[src/core/mdu_cfg.svh]
// Purpose: Offsets, field positions and timing counts of the multiply/divide unit
// Assumes: Register file reached by the core's byte-wide register port
// Notes: Definitions only
`ifndef MDU_CFG_SVH
`define MDU_CFG_SVH
`define MDU_OFS_OP0 8'h00
`define MDU_OFS_OP1 8'h01
`define MDU_OFS_OP2 8'h02
`define MDU_OFS_OP3 8'h03
`define MDU_OFS_OP4 8'h04
`define MDU_OFS_OP5 8'h05
`define MDU_OFS_CTRL 8'h06
`define MDU_OFS_SCR_A 8'h14
`define MDU_OFS_SCR_B 8'h15
`define MDU_BANK 4'hE
`define MDU_CTRL_DIV_BIT 0
`define MDU_CTRL_START_BIT 1
`define MDU_CTRL_BUSY_BIT 6
`define MDU_CTRL_DONE_BIT 7
`define MDU_MUL_CYCLES 5'h11
`define MDU_DIV_CYCLES 5'h14
`endif

[src/core/mdu_pkg.sv]
// Purpose: Types shared by the multiply/divide unit
// Assumes: Nothing
// Notes: Bus request carried as one packed struct
package mdu_pkg;
    typedef struct packed {
        logic [3:0] bank;
        logic [7:0] addr;
        logic wr;
        logic rd;
        logic [7:0] wdata;
    } mdu_req_s;
    typedef enum logic [2:0] {
        MDU_IDLE = 3'b001,
        MDU_MUL = 3'b010,
        MDU_DIV = 3'b100
    } mdu_state_e;
endpackage

[src/core/mdu_unit.sv]
// Contract
// - All operands and results are unsigned; no sign handling anywhere.
// - Multiply takes two 16-bit operands and keeps the full 32-bit product.
// - Divide takes 32-bit dividend, 16-bit divisor; gives 16-bit quotient and remainder.
// - Reachable only through direct register reads and writes.
// - Bank E: data bytes 00-05, control 06, scratch bytes 14 and 15.
// - Multiply result delivered 17 clocks after start.
// - Divide result delivered 20 clocks after start.
// Purpose: Register-mapped unsigned 16x16 multiplier and 32/16 divider
// Assumes: Register port synchronous to i_clock; one access per cycle
// Notes: Multiply: op1:op0 * op3:op2 -> op3..op0 product. Divide: op3..op0 / op5:op4 ->
//        quotient op1:op0, remainder op3:op2. Divide by zero gives quotient equal to the inverted old op3:op2 and remainder equal to the old op1:op0.
`timescale 1ns/1ps
`include "mdu_cfg.svh"
module mdu_unit
    import mdu_pkg::*;
(
    input wire logic i_clock,
    input wire logic i_rst,
    input wire mdu_req_s i_req,
    output logic [7:0] o_rdata,
    output logic o_busy,
    output logic o_done
);
    logic [7:0] regs_ff [0:5];
    logic [7:0] scr_a_ff;
    logic [7:0] scr_b_ff;
    logic div_sel_ff;
    logic done_ff;
    mdu_state_e state_ff;
    logic [4:0] cnt_ff;
    logic [31:0] acc_ff;
    logic [15:0] mcand_ff;
    logic [15:0] dvs_ff;
    logic [15:0] mul_hi;
    logic [16:0] mul_sum;
    logic [16:0] rem_sh;
    logic [16:0] rem_diff;
    logic hit;
    logic start;
    logic finish;
    logic [7:0] nxt_rdata;
    logic [4:0] chk_len_ff;

    assign hit = (i_req.bank == `MDU_BANK);
    assign start = hit && i_req.wr && (i_req.addr == `MDU_OFS_CTRL)
        && i_req.wdata[`MDU_CTRL_START_BIT] && (state_ff == MDU_IDLE);
    // Shift-add multiply: one partial product per cycle, 16 steps
    assign mul_sum = {1'b0, acc_ff[31:16]} + (acc_ff[0] ? {1'b0, mcand_ff} : 17'h00000);
    assign mul_hi = mul_sum[16:1];
    // Restoring divide: one quotient bit per cycle, 16 steps
    assign rem_sh = {acc_ff[31:15]};
    assign rem_diff = rem_sh - {1'b0, dvs_ff};

    // Busy/done timing: work steps run first, remaining counts are idle padding to the fixed latency
    assign finish = (state_ff != MDU_IDLE) && (cnt_ff == 5'h01);

    always_ff @(posedge i_clock or posedge i_rst) begin
        if (i_rst) begin
            state_ff <= MDU_IDLE;
            cnt_ff <= 5'h00;
        end else begin
            unique case (state_ff)
                MDU_IDLE: begin
                    if (start) begin
                        state_ff <= i_req.wdata[`MDU_CTRL_DIV_BIT] ? MDU_DIV : MDU_MUL;
                        cnt_ff <= i_req.wdata[`MDU_CTRL_DIV_BIT] ? `MDU_DIV_CYCLES : `MDU_MUL_CYCLES;
                    end
                end
                MDU_MUL, MDU_DIV: begin
                    cnt_ff <= cnt_ff - 5'h01;
                    if (cnt_ff == 5'h01) begin
                        state_ff <= MDU_IDLE;
                    end
                end
                default: begin
                    state_ff <= MDU_IDLE;
                end
            endcase
        end
    end

    // Datapath; operands latched at start so later writes cannot corrupt the run
    always_ff @(posedge i_clock or posedge i_rst) begin
        if (i_rst) begin
            acc_ff <= 32'h00000000;
            mcand_ff <= 16'h0000;
            dvs_ff <= 16'h0000;
        end else if (start) begin
            if (i_req.wdata[`MDU_CTRL_DIV_BIT]) begin
                acc_ff <= {regs_ff[3], regs_ff[2], regs_ff[1], regs_ff[0]};
                dvs_ff <= {regs_ff[5], regs_ff[4]};
            end else begin
                acc_ff <= {16'h0000, regs_ff[1], regs_ff[0]};
                mcand_ff <= {regs_ff[3], regs_ff[2]};
            end
        end else if (state_ff == MDU_MUL && cnt_ff > 5'h01) begin
            acc_ff <= {mul_hi, mul_sum[0], acc_ff[15:1]};
        end else if (state_ff == MDU_DIV && cnt_ff > 5'h04) begin
            if (!rem_diff[16]) begin
                acc_ff <= {rem_diff[15:0], acc_ff[14:0], 1'b1};
            end else begin
                acc_ff <= {acc_ff[30:0], 1'b0};
            end
        end
    end

    // Data bytes: core writes, results overwrite on completion
    always_ff @(posedge i_clock or posedge i_rst) begin
        if (i_rst) begin
            for (int i = 0; i < 6; i++) begin
                regs_ff[i] <= 8'h00;
            end
        end else if (finish) begin
            if (state_ff == MDU_DIV) begin
                regs_ff[0] <= acc_ff[7:0];
                regs_ff[1] <= acc_ff[15:8];
                regs_ff[2] <= acc_ff[23:16];
                regs_ff[3] <= acc_ff[31:24];
            end else begin
                regs_ff[0] <= acc_ff[7:0];
                regs_ff[1] <= acc_ff[15:8];
                regs_ff[2] <= acc_ff[23:16];
                regs_ff[3] <= acc_ff[31:24];
            end
        end else if (hit && i_req.wr && i_req.addr <= `MDU_OFS_OP5) begin
            regs_ff[i_req.addr[2:0]] <= i_req.wdata;
        end
    end

    // Control and scratch bytes
    always_ff @(posedge i_clock or posedge i_rst) begin
        if (i_rst) begin
            div_sel_ff <= 1'b0;
            done_ff <= 1'b0;
            scr_a_ff <= 8'h00;
            scr_b_ff <= 8'h00;
        end else begin
            if (start) begin
                div_sel_ff <= i_req.wdata[`MDU_CTRL_DIV_BIT];
                done_ff <= 1'b0;
            end else if (finish) begin
                done_ff <= 1'b1;
            end else if (hit && i_req.wr && i_req.addr == `MDU_OFS_CTRL && state_ff == MDU_IDLE) begin
                div_sel_ff <= i_req.wdata[`MDU_CTRL_DIV_BIT];
            end
            if (hit && i_req.wr && i_req.addr == `MDU_OFS_SCR_A) begin
                scr_a_ff <= i_req.wdata;
            end
            if (hit && i_req.wr && i_req.addr == `MDU_OFS_SCR_B) begin
                scr_b_ff <= i_req.wdata;
            end
        end
    end

    // Read mux; registered so the answer follows the read by one clock
    always_comb begin
        nxt_rdata = 8'h00;
        if (hit && i_req.rd) begin
            if (i_req.addr <= `MDU_OFS_OP5) begin
                nxt_rdata = regs_ff[i_req.addr[2:0]];
            end else if (i_req.addr == `MDU_OFS_CTRL) begin
                nxt_rdata[`MDU_CTRL_DIV_BIT] = div_sel_ff;
                nxt_rdata[`MDU_CTRL_BUSY_BIT] = (state_ff != MDU_IDLE);
                nxt_rdata[`MDU_CTRL_DONE_BIT] = done_ff;
            end else if (i_req.addr == `MDU_OFS_SCR_A) begin
                nxt_rdata = scr_a_ff;
            end else if (i_req.addr == `MDU_OFS_SCR_B) begin
                nxt_rdata = scr_b_ff;
            end
        end
    end

    always_ff @(posedge i_clock or posedge i_rst) begin
        if (i_rst) begin
            o_rdata <= 8'h00;
            o_busy <= 1'b0;
            o_done <= 1'b0;
        end else begin
            o_rdata <= nxt_rdata;
            o_busy <= (state_ff != MDU_IDLE) ? !finish : start;
            o_done <= finish ? 1'b1 : (start ? 1'b0 : done_ff);
        end
    end

    // Assertion helper: cycles since start, counted apart from the run counter
    always_ff @(posedge i_clock or posedge i_rst) begin
        if (i_rst) begin
            chk_len_ff <= 5'h00;
        end else if (start) begin
            chk_len_ff <= 5'h01;
        end else if (state_ff != MDU_IDLE) begin
            chk_len_ff <= chk_len_ff + 5'h01;
        end
    end
endmodule // mdu_unit

[config.mk]
export PLATFORM = sky130hd
export DESIGN_NAME = mdu_unit
export DESIGN_NICKNAME = d
export VERILOG_FILES = /design/src/core/mdu_pkg.sv /design/src/core/mdu_unit.sv
export VERILOG_INCLUDE_DIRS = /design/src /design/src/core
export SDC_FILE = /design/constraint.sdc
export NUM_CORES = 1
export LEC_CHECK = 0
export BUFFER_PORTS_ARGS = -buffer_cell sky130_fd_sc_hd__buf_2
export CORE_MARGIN = 5
export CORE_UTILIZATION = 59
export DETAILED_ROUTE_END_ITERATION = 10
export PLACE_DENSITY_LB_ADDON = 0.05
export SYNTH_ARGS = -nofsm -noshare
export SYNTH_HDL_FRONTEND = slang
export SYNTH_SLANG_ARGS = --single-unit
[constraint.sdc]
create_clock -name i_clock -period 6.65 [get_ports i_clock]
set_input_delay 0.9975 -clock i_clock [delete_from_list [all_inputs] [get_ports i_clock]]
set_output_delay 0.9975 -clock i_clock [all_outputs]
set_load 0.03 [all_outputs]
==> results of run 1 <==
## power by group
group	switching, mW	total, mW	leakage (nW)	internal, mW
sequential	0.00381	0.908	1.72	0.904
combinational	0.0551	0.0774	2.23	0.0223
clock	0.386	1.02	0.307	0.637
total	0.445	2.01	4.26	1.56
## flip-flops by register name, indices dropped and copies added (netlist names)
name / cells
done_ff: 1
scr_a_ff: 8
acc_ff: 32
o_done: 1
cnt_ff: 5
mcand_ff: 16
scr_b_ff: 8
state_ff: 3
regs_ff: 48
div_sel_ff: 1
o_busy: 1
o_rdata: 8
dvs_ff: 16
## kinds of logic after synthesis
group / after synthesis / share of synthesized area [%]
DFF: 148 / 42.6
xor gates and xnor gates: 26 / 2.62
AOI/OAI and AO/OA: 240 / 18.0
adders and majority gates: 37 / 5.50
buffers and inverters: 76 / 3.51
muxes: 93 / 12.2
and+or+nand+nor: 289 / 15.6
## through the flow
stage | total power [mW] | instance area [µm²]
6_report | 2.01 | 9630
5_1_grt | 2.07 | 9630
4_1_cts | 2.01 | 9630
3_5_place_dp | 1.00 | 9000
3_3_place_gp | 0.998 | 9000
2_1_floorplan | 0.968 | 8690
## layout by cell type (no fill, tap or decap), types with 10 or more instances in the layout
| master | netlist | routed |
|---|---|---|
| sky130_fd_sc_hd__o21ai_0 | 50 | 50 |
| sky130_fd_sc_hd__nor2_1 | 63 | 63 |
| sky130_fd_sc_hd__o22ai_1 | 12 | 12 |
| sky130_fd_sc_hd__nand2b_1 | 14 | 14 |
| sky130_fd_sc_hd__inv_1 | 32 | 31 |
| sky130_fd_sc_hd__clkbuf_16 | 0 | 17 |
| sky130_fd_sc_hd__a31oi_1 | 21 | 21 |
| sky130_fd_sc_hd__dfrtp_1 | 147 | 147 |
| sky130_fd_sc_hd__a21o_1 | 10 | 10 |
| sky130_fd_sc_hd__mux2_2 | 33 | 33 |
| sky130_fd_sc_hd__o21ai_1 | 31 | 31 |
| sky130_fd_sc_hd__mux2i_1 | 53 | 53 |
| sky130_fd_sc_hd__buf_2 | 13 | 33 |
| sky130_fd_sc_hd__buf_4 | 1 | 12 |
| sky130_fd_sc_hd__ha_1 | 35 | 35 |
| sky130_fd_sc_hd__nand2_1 | 133 | 133 |
| sky130_fd_sc_hd__a21oi_1 | 37 | 37 |
| sky130_fd_sc_hd__xor2_1 | 10 | 10 |
| sky130_fd_sc_hd__a22oi_1 | 23 | 23 |
| sky130_fd_sc_hd__nand3_1 | 14 | 14 |
| sky130_fd_sc_hd__xnor2_1 | 16 | 16 |
| sky130_fd_sc_hd__and2_1 | 19 | 19 |
## final timing paths
kind / start / to / slack, ns / depth (start not counted)
setup reg to reg: cnt_ff[1] / acc_ff[17] / 2.99 / 10
setup / recovery: i_req[20] / acc_ff[17] / 2.79 / 10
hold reg to reg: mcand_ff[11] / mcand_ff[11] / 0.46 / 2
min in group asynchronous: i_rst / scr_a_ff[5] / 0.67 / 2
max in group asynchronous: i_rst / regs_ff[0] / 4.54 / 3
hold / removal: mcand_ff[11] / mcand_ff[11] / 0.46 / 2
## layout make-up
type | count | area (µm²)
tap | 184 | 230
antenna | 1 | 2.50
multi-input combinational | 685 | 4690
fill | 1161 | 4850
inverter | 32 | 125
sequential | 148 | 3700
timing repair buffer | 45 | 255
clock inverter | 13 | 183
clock buffer | 19 | 443
## routing by layer
metal | part of all wire, % | vias to the layer above | GRT usage (%)
met4 | 2.3 | 0 | 8.57
li1 | - | 3305 | -
met3 | 8.8 | 56 | 7.30
met1 | 43 | 3638 | 41.1
met2 | 46 | 346 | 46.1
met5 | 0 | - | 0
## tightest hold or removal path, delay by kind of cell (launching register included)
kind / cells / cell delay [ns]
and+or+nand+nor: 2 / 0.10
DFF: 1 / 0.34
==> impl_metrics.tcl, run 1 <==
set metrics [dict create \
    critical_path_arrival_ns 4.16 \
    grt_max_degree 77 \
    drt-pass1-iter-count 5 \
    via_per_inst 6.52 \
    synth_seq_area_share_pct 42.6 \
    outcome "finished clean" \
    mean_instance_size_in_the_synthesized_netlist_um2 9.56 \
    gp_congestion 0.923 \
    root_buffer "sky130_fd_sc_hd__clkbuf_16" \
    synth-warning-count 0 \
    fin_util_pct 66.5 \
    areaGrowthSynthToFinish_pct 10.8 \
    num_cts_buffers 17 \
    die-height_um 131 \
    crit_required_ns 6.95 \
    drt-initial-drc-count 921 \
    finalHoldViolCount 0 \
    mappedNetlistNets 970 \
    finalCritPeriodShare_pct 58.1 \
    die_area_mm2 0.0173 \
    globalRoute.totalOverflow 0 \
    antenna_left 0 \
    cts.hold.buffers_added 0 \
    post_synth_instance_area_mm2 0.00869 \
    design.final.nets 990 \
    synth.area.top_cells "sky130_fd_sc_hd__dfrtp_1 42%, sky130_fd_sc_hd__mux2i_1 6.1%, sky130_fd_sc_hd__nand2_1 5.7%, sky130_fd_sc_hd__ha_1 5.0%, sky130_fd_sc_hd__mux2_2 4.3%" \
    post-route-min-period_ns 3.86 \
    timing.max_cap.violations 0 \
    wl_per_cell_um 22.6 \
    cp_max_fo 31 \
    cts_buffer_depth 2 \
    drt_wl_total_um 25500 \
    hold_class "flop to flop" \
    global_route_wire_length_before_repair_um 40300 \
    syn_inst 909 \
    ios 34 \
    synth_top_flop_cell "sky130_fd_sc_hd__dfrtp_1" \
    postCtsSetupBuffers 0 \
    vias_in_the_first_global_route 7123 \
    yosys.cell_types.count 71 \
    cp_cell_sequence "buf_2 > and4b_1 > nand2_1 > nor2_1 > and3_1 > buf_4 > nor2_1 > nand2_1 > o21ai_0 > a31oi_1" \
    finClkSkew_ns 0.00838 \
    powerDensity_mw_per_mm2 209 \
    path_clk_slew_ns 0.06 \
    synth_async_sr_flop_share_pct 100 \
    post-synth-top-area-cell "sky130_fd_sc_hd__dfrtp_1" \
    rows 44 \
    dr_total_vias 7345 \
    numPlacedInstances 1094 \
    dp_hpwl_um 17700 \
    crit_path_max_incr_delay_ns 0.86 \
    cts.htree.levels 4 \
    tritoncts "built" \
    final_cells 1127 \
    worst_path_max_delay_cell "sky130_fd_sc_hd__nor2_1" \
    clk_latency_ns 0.43 \
    synth_common_cells "147 x sky130_fd_sc_hd__dfrtp_1, 133 x sky130_fd_sc_hd__nand2_1, 63 x sky130_fd_sc_hd__nor2_1" \
    drc_violations 0 \
    holdWs_ns 0.460 \
    cp.buffers_inverters 2 \
    worst_ir_drop_vdd_uv 209 \
    synth_top_area_share_pct 42.3 \
    pre_cts_slack_ns 2.39 \
    timing.critical_path.to_type "flop" \
    total_neg_setup_slack_ns 0 \
    grt.total_usage_pct 29.5 \
    ys_seq_elements 148 \
    yosysMostFrequentCell "sky130_fd_sc_hd__dfrtp_1" \
    initial_antenna_violation_count 0 \
    fmax_mhz 259 \
    rsz_0062_raised_after_global_routing "no" \
    timing_max_transition_violations_final 0 \
    port_buffers 33 \
    timing.max_slew.rel_slack_pct 27.1 \
    critPathTopFamily "simple AND/OR/NAND/NOR gates" \
    initial_core_util_pct 60.0 \
    layout-drive-gt1-share_pct 14.2 \
    cellLeakagePower_nw 4.26 \
    max_slew.worst_pin.slew_ns 1.09 \
    final_critical_path_setup_slack_ns 2.79 \
    core_area_mm2 0.0145 \
    count_of_flip_flops_with_a_built_in_enable_after_synthesis 0 \
    critPathLaunchType "input pin" \
    final-setup-viol-count 0 \
    chipWidth_um 131 \
    clock_sinks 148 \
    cts.repair.resized 0 \
    path_type_of_the_worst_setup_path "input pin to flop" \
]
(Power assumes the default switching activity.)
==> inputs of run 2 (changes only) <==
- ABC_AREA: unset -> 1
- CORE_UTILIZATION: 59 -> 57
- clock period: 6.65 -> 3.3 ns (I/O delays scaled with it)
==> run 2 against run 1 <==
Register-to-register slack worse by 2.5 ns. Cell area is 5.7% higher. Hold slack lost 0.19 ns. Global-route usage rose by 1.3 points. Synthesized cell count up 39%. Largest power group unchanged.
==> impl_metrics.tcl, run 2 <==
set metrics [dict create \
    dp_hpwl_um 20300 \
    grt.total_usage_pct 30.8 \
    design.final.nets 1359 \
    area_taken_by_flip_flops_and_latches_mm2 0.00370 \
    core_area_mm2 0.0159 \
    wl_per_cell_um 18.1 \
    post_synth_xor_area_fraction_pct 0.854 \
    clock_sinks 148 \
    drt-initial-drc-count 781 \
    gp_congestion 0.931 \
    die_area_mm2 0.0188 \
    cts_buffer_depth 2 \
    powerDensity_mw_per_mm2 391 \
    vias_in_the_first_global_route 8247 \
    drt_wl_total_um 27600 \
    cellLeakagePower_nw 5.22 \
    main_combinational_cell_family_by_area_after_synthesis "simple AND/OR/NAND/NOR gates" \
    path_type_of_the_worst_setup_path "flop to flop" \
    synthAdderAreaFrac_pct 5.18 \
    layout-drive-gt1-share_pct 8.92 \
    syn_inst 1268 \
    count_of_flip_flops_with_a_built_in_enable_after_synthesis 0 \
    global_route_wire_length_before_repair_um 44000 \
    worst_ir_drop_vdd_uv 349 \
    crit-reg2reg-launch "acc_ff[15]" \
    final_cell_mix "343 x sky130_fd_sc_hd__nand2_1, 184 x sky130_fd_sc_hd__inv_1, 147 x sky130_fd_sc_hd__dfrtp_1" \
    fmax_mhz 355 \
    initial_core_util_pct 58.1 \
    drt-pass1-iter-count 5 \
    yosys.cell_types.count 56 \
    multi_input_comb_area_mm2 0.00459 \
    mappedNetlistNets 1329 \
    synth_top_area_share_pct 39.9 \
    port_buffers 33 \
    synth_compound_area_share_pct 17.7 \
    chipWidth_um 137 \
    postCtsSetupBuffers 0 \
    synth_async_sr_flop_share_pct 100 \
    root_buffer "sky130_fd_sc_hd__clkbuf_16" \
    power_switching_share_pct 24.4 \
    antenna_cells 0 \
    comb_power_share_pct 5.9 \
    clk_latency_ns 0.43 \
    mean_instance_size_in_the_synthesized_netlist_um2 7.28 \
    timing.critical_path.to_type "flop" \
    final_critical_path_setup_slack_ns 0.485 \
    layout.cells.most_common "sky130_fd_sc_hd__nand2_1" \
    die-height_um 137 \
    tritoncts "built" \
    total_neg_setup_slack_ns 0 \
    final-setup-viol-count 0 \
    drc_violations 0 \
    rows 46 \
    timing.max_cap.violations 0 \
    post-route-min-period_ns 2.81 \
    dr_total_vias 8640 \
    via_per_inst 5.66 \
    timing_max_transition_violations_final 0 \
    post_synth_instance_area_mm2 0.00923 \
    share_of_synthesized_area_spent_on_multiplexers_pct 0.488 \
    path_clk_slew_ns 0.06 \
    critical_path_arrival_ns 3.16 \
    synth_top_flop_cell "sky130_fd_sc_hd__dfrtp_1" \
    cts.htree.levels 4 \
    cp_cell_sequence "inv_1 > ha_1 > fa_1 > inv_1 > nand2_1 > nand2_1 > nand3_1 > nand2_1 > nand2_1 > nand2_1 > nand2_2 > nand2_4 > inv_1 > o21ai_0 > nand2_1 > a21oi_1" \
    max_slew.worst_pin.slew_ns 0.885 \
    synth_common_cells "343 x sky130_fd_sc_hd__nand2_1, 185 x sky130_fd_sc_hd__inv_1, 147 x sky130_fd_sc_hd__dfrtp_1" \
    cellInternalPower_mw 3.01 \
    largest_register "regs_ff" \
    ios 34 \
    cts.repair.resized 0 \
    cts.hold.buffers_added 0 \
    cp_max_fo 18 \
    layout_top_registers "regs_ff: 48 flops, acc_ff: 32 flops" \
    ys_seq_elements 148 \
    critPathTopFamily "simple AND/OR/NAND/NOR gates" \
    post-synth-top-area-cell "sky130_fd_sc_hd__dfrtp_1" \
    synth_seq_area_share_pct 40.1 \
    rsz_0062_raised_after_global_routing "no" \
    crit_required_ns 3.65 \
    regToRegEndpoint "acc_ff[22]" \
    pre_cts_slack_ns 0.517 \
    finClkSkew_ns 0.0117 \
    clk_pwr_share_pct 47.9 \
    finalHoldViolCount 0 \
    layout.filler_cells 1489 \
    net_switching_power_mw 0.968 \
    antenna_left 0 \
    seq_power_share_pct 46.3 \
    final_cells 1527 \
    reg2reg_slack_ns 0.49 \
    finalCritPeriodShare_pct 85.3 \
    reg2regPathDepth 16 \
    num_cts_buffers 17 \
    synth-simple-area-share_pct 25.5 \
    timing.max_slew.rel_slack_pct 40.9 \
    outcome "finished clean" \
    globalRoute.totalOverflow 0 \
    cp_common_cell "sky130_fd_sc_hd__nand2_1" \
    numPlacedInstances 1495 \
    synth.area.top_cells "sky130_fd_sc_hd__dfrtp_1 40%, sky130_fd_sc_hd__nand2_1 14%, sky130_fd_sc_hd__inv_1 7.5%, sky130_fd_sc_hd__o21ai_0 6.5%, sky130_fd_sc_hd__ha_1 4.7%" \
    grt_max_degree 149 \
    max_ffs_per_register 48 \
    crit_path_max_incr_delay_ns 0.40 \
    synth-warning-count 0 \
    hold_class "input pin to asynchronous set/reset pin" \
    critPathLaunchType "flop" \
    worst_path_max_delay_cell "sky130_fd_sc_hd__dfrtp_1" \
    cp.buffers_inverters 3 \
    yosysMostFrequentCell "sky130_fd_sc_hd__nand2_1" \
    initial_antenna_violation_count 0 \
    areaGrowthSynthToFinish_pct 10.3 \
]
## run 2: changes by cell type in the layout (fill, tap and decap cells not counted), sizes merged, moves of 49 or more
cell,before,now
nand3,14,63
o21ai,82,131
mux2i,53,0
nor2,64,115
nand2,134,348
inv,32,193
## run 2: cells by family (layout without fill, tap and decap cells)
logic type / count (synthesis) / after routing
simple gates: 558 / 558
compound gates: 280 / 280
buf+inv: 232 / 275
flops: 148 / 148
fa+ha+maj: 37 / 37
xor+xnor: 9 / 9
mux: 4 / 4
## run 2: final cells by class
class	count	share of cell area (%)
Clock buffer	20	4.29
Clock inverter	12	1.28
Inverter	192	7.16
Multi-Input combinational cell	888	45.1
Sequential cell	148	36.4
Tap cell	216	2.66
Timing Repair Buffer	51	3.07
## run 2: worst max-delay path by stage
stage,start,to,slack [ns],cells after the start
2_1_floorplan,i_rst,acc_ff[0],0.94,1
3_3_place_gp,acc_ff[15],acc_ff[21],0.62,16
3_5_place_dp,acc_ff[15],acc_ff[22],0.52,16
4_1_cts,acc_ff[15],acc_ff[22],0.50,16
5_1_grt,acc_ff[15],acc_ff[21],0.20,16
6_report,acc_ff[15],acc_ff[22],0.49,16
## run 2: worst register-to-register path, delay by kind of cell, from the launching register on
kind	cells	cell delay [ns]
adder cells (fa/ha/maj)	2	0.60
AO/OA/AOI/OAI	2	0.38
AND/OR/NAND/NOR	9	1.00
buffers and inverters	3	0.36
flip-flops	1	0.40
## run 2: per-layer routing
metal | track usage, % | part of all wire (%)
met5 | 0 | 0
met4 | 15.4 | 4.5
met3 | 5.70 | 6.2
met2 | 48.9 | 46
met1 | 40.7 | 44
## run 2: power by group through the flow
stage	logic [mW]	clock network, mW	registers (mW)
6_report	0.233	1.90	1.84
5_1_grt	0.263	1.99	1.84
4_1_cts	0.233	1.90	1.84
3_5_place_dp	0.233	0	1.87
3_3_place_gp	0.230	0	1.87
2_1_floorplan	0.154	0	1.87
## run 2: through the flow
stage               hold slack, ns  instance area (µm²)  util (%)  power [mW]
floorplan                    0.442                 9230         -        2.02
global placement             0.455                 9610      60.5        2.10
detailed placement           0.460                 9610      60.5        2.10
CTS                          0.355                10200      64.1        3.98
global route                 0.382                10200      64.1        4.09
finish                       0.269                10200      64.1        3.97
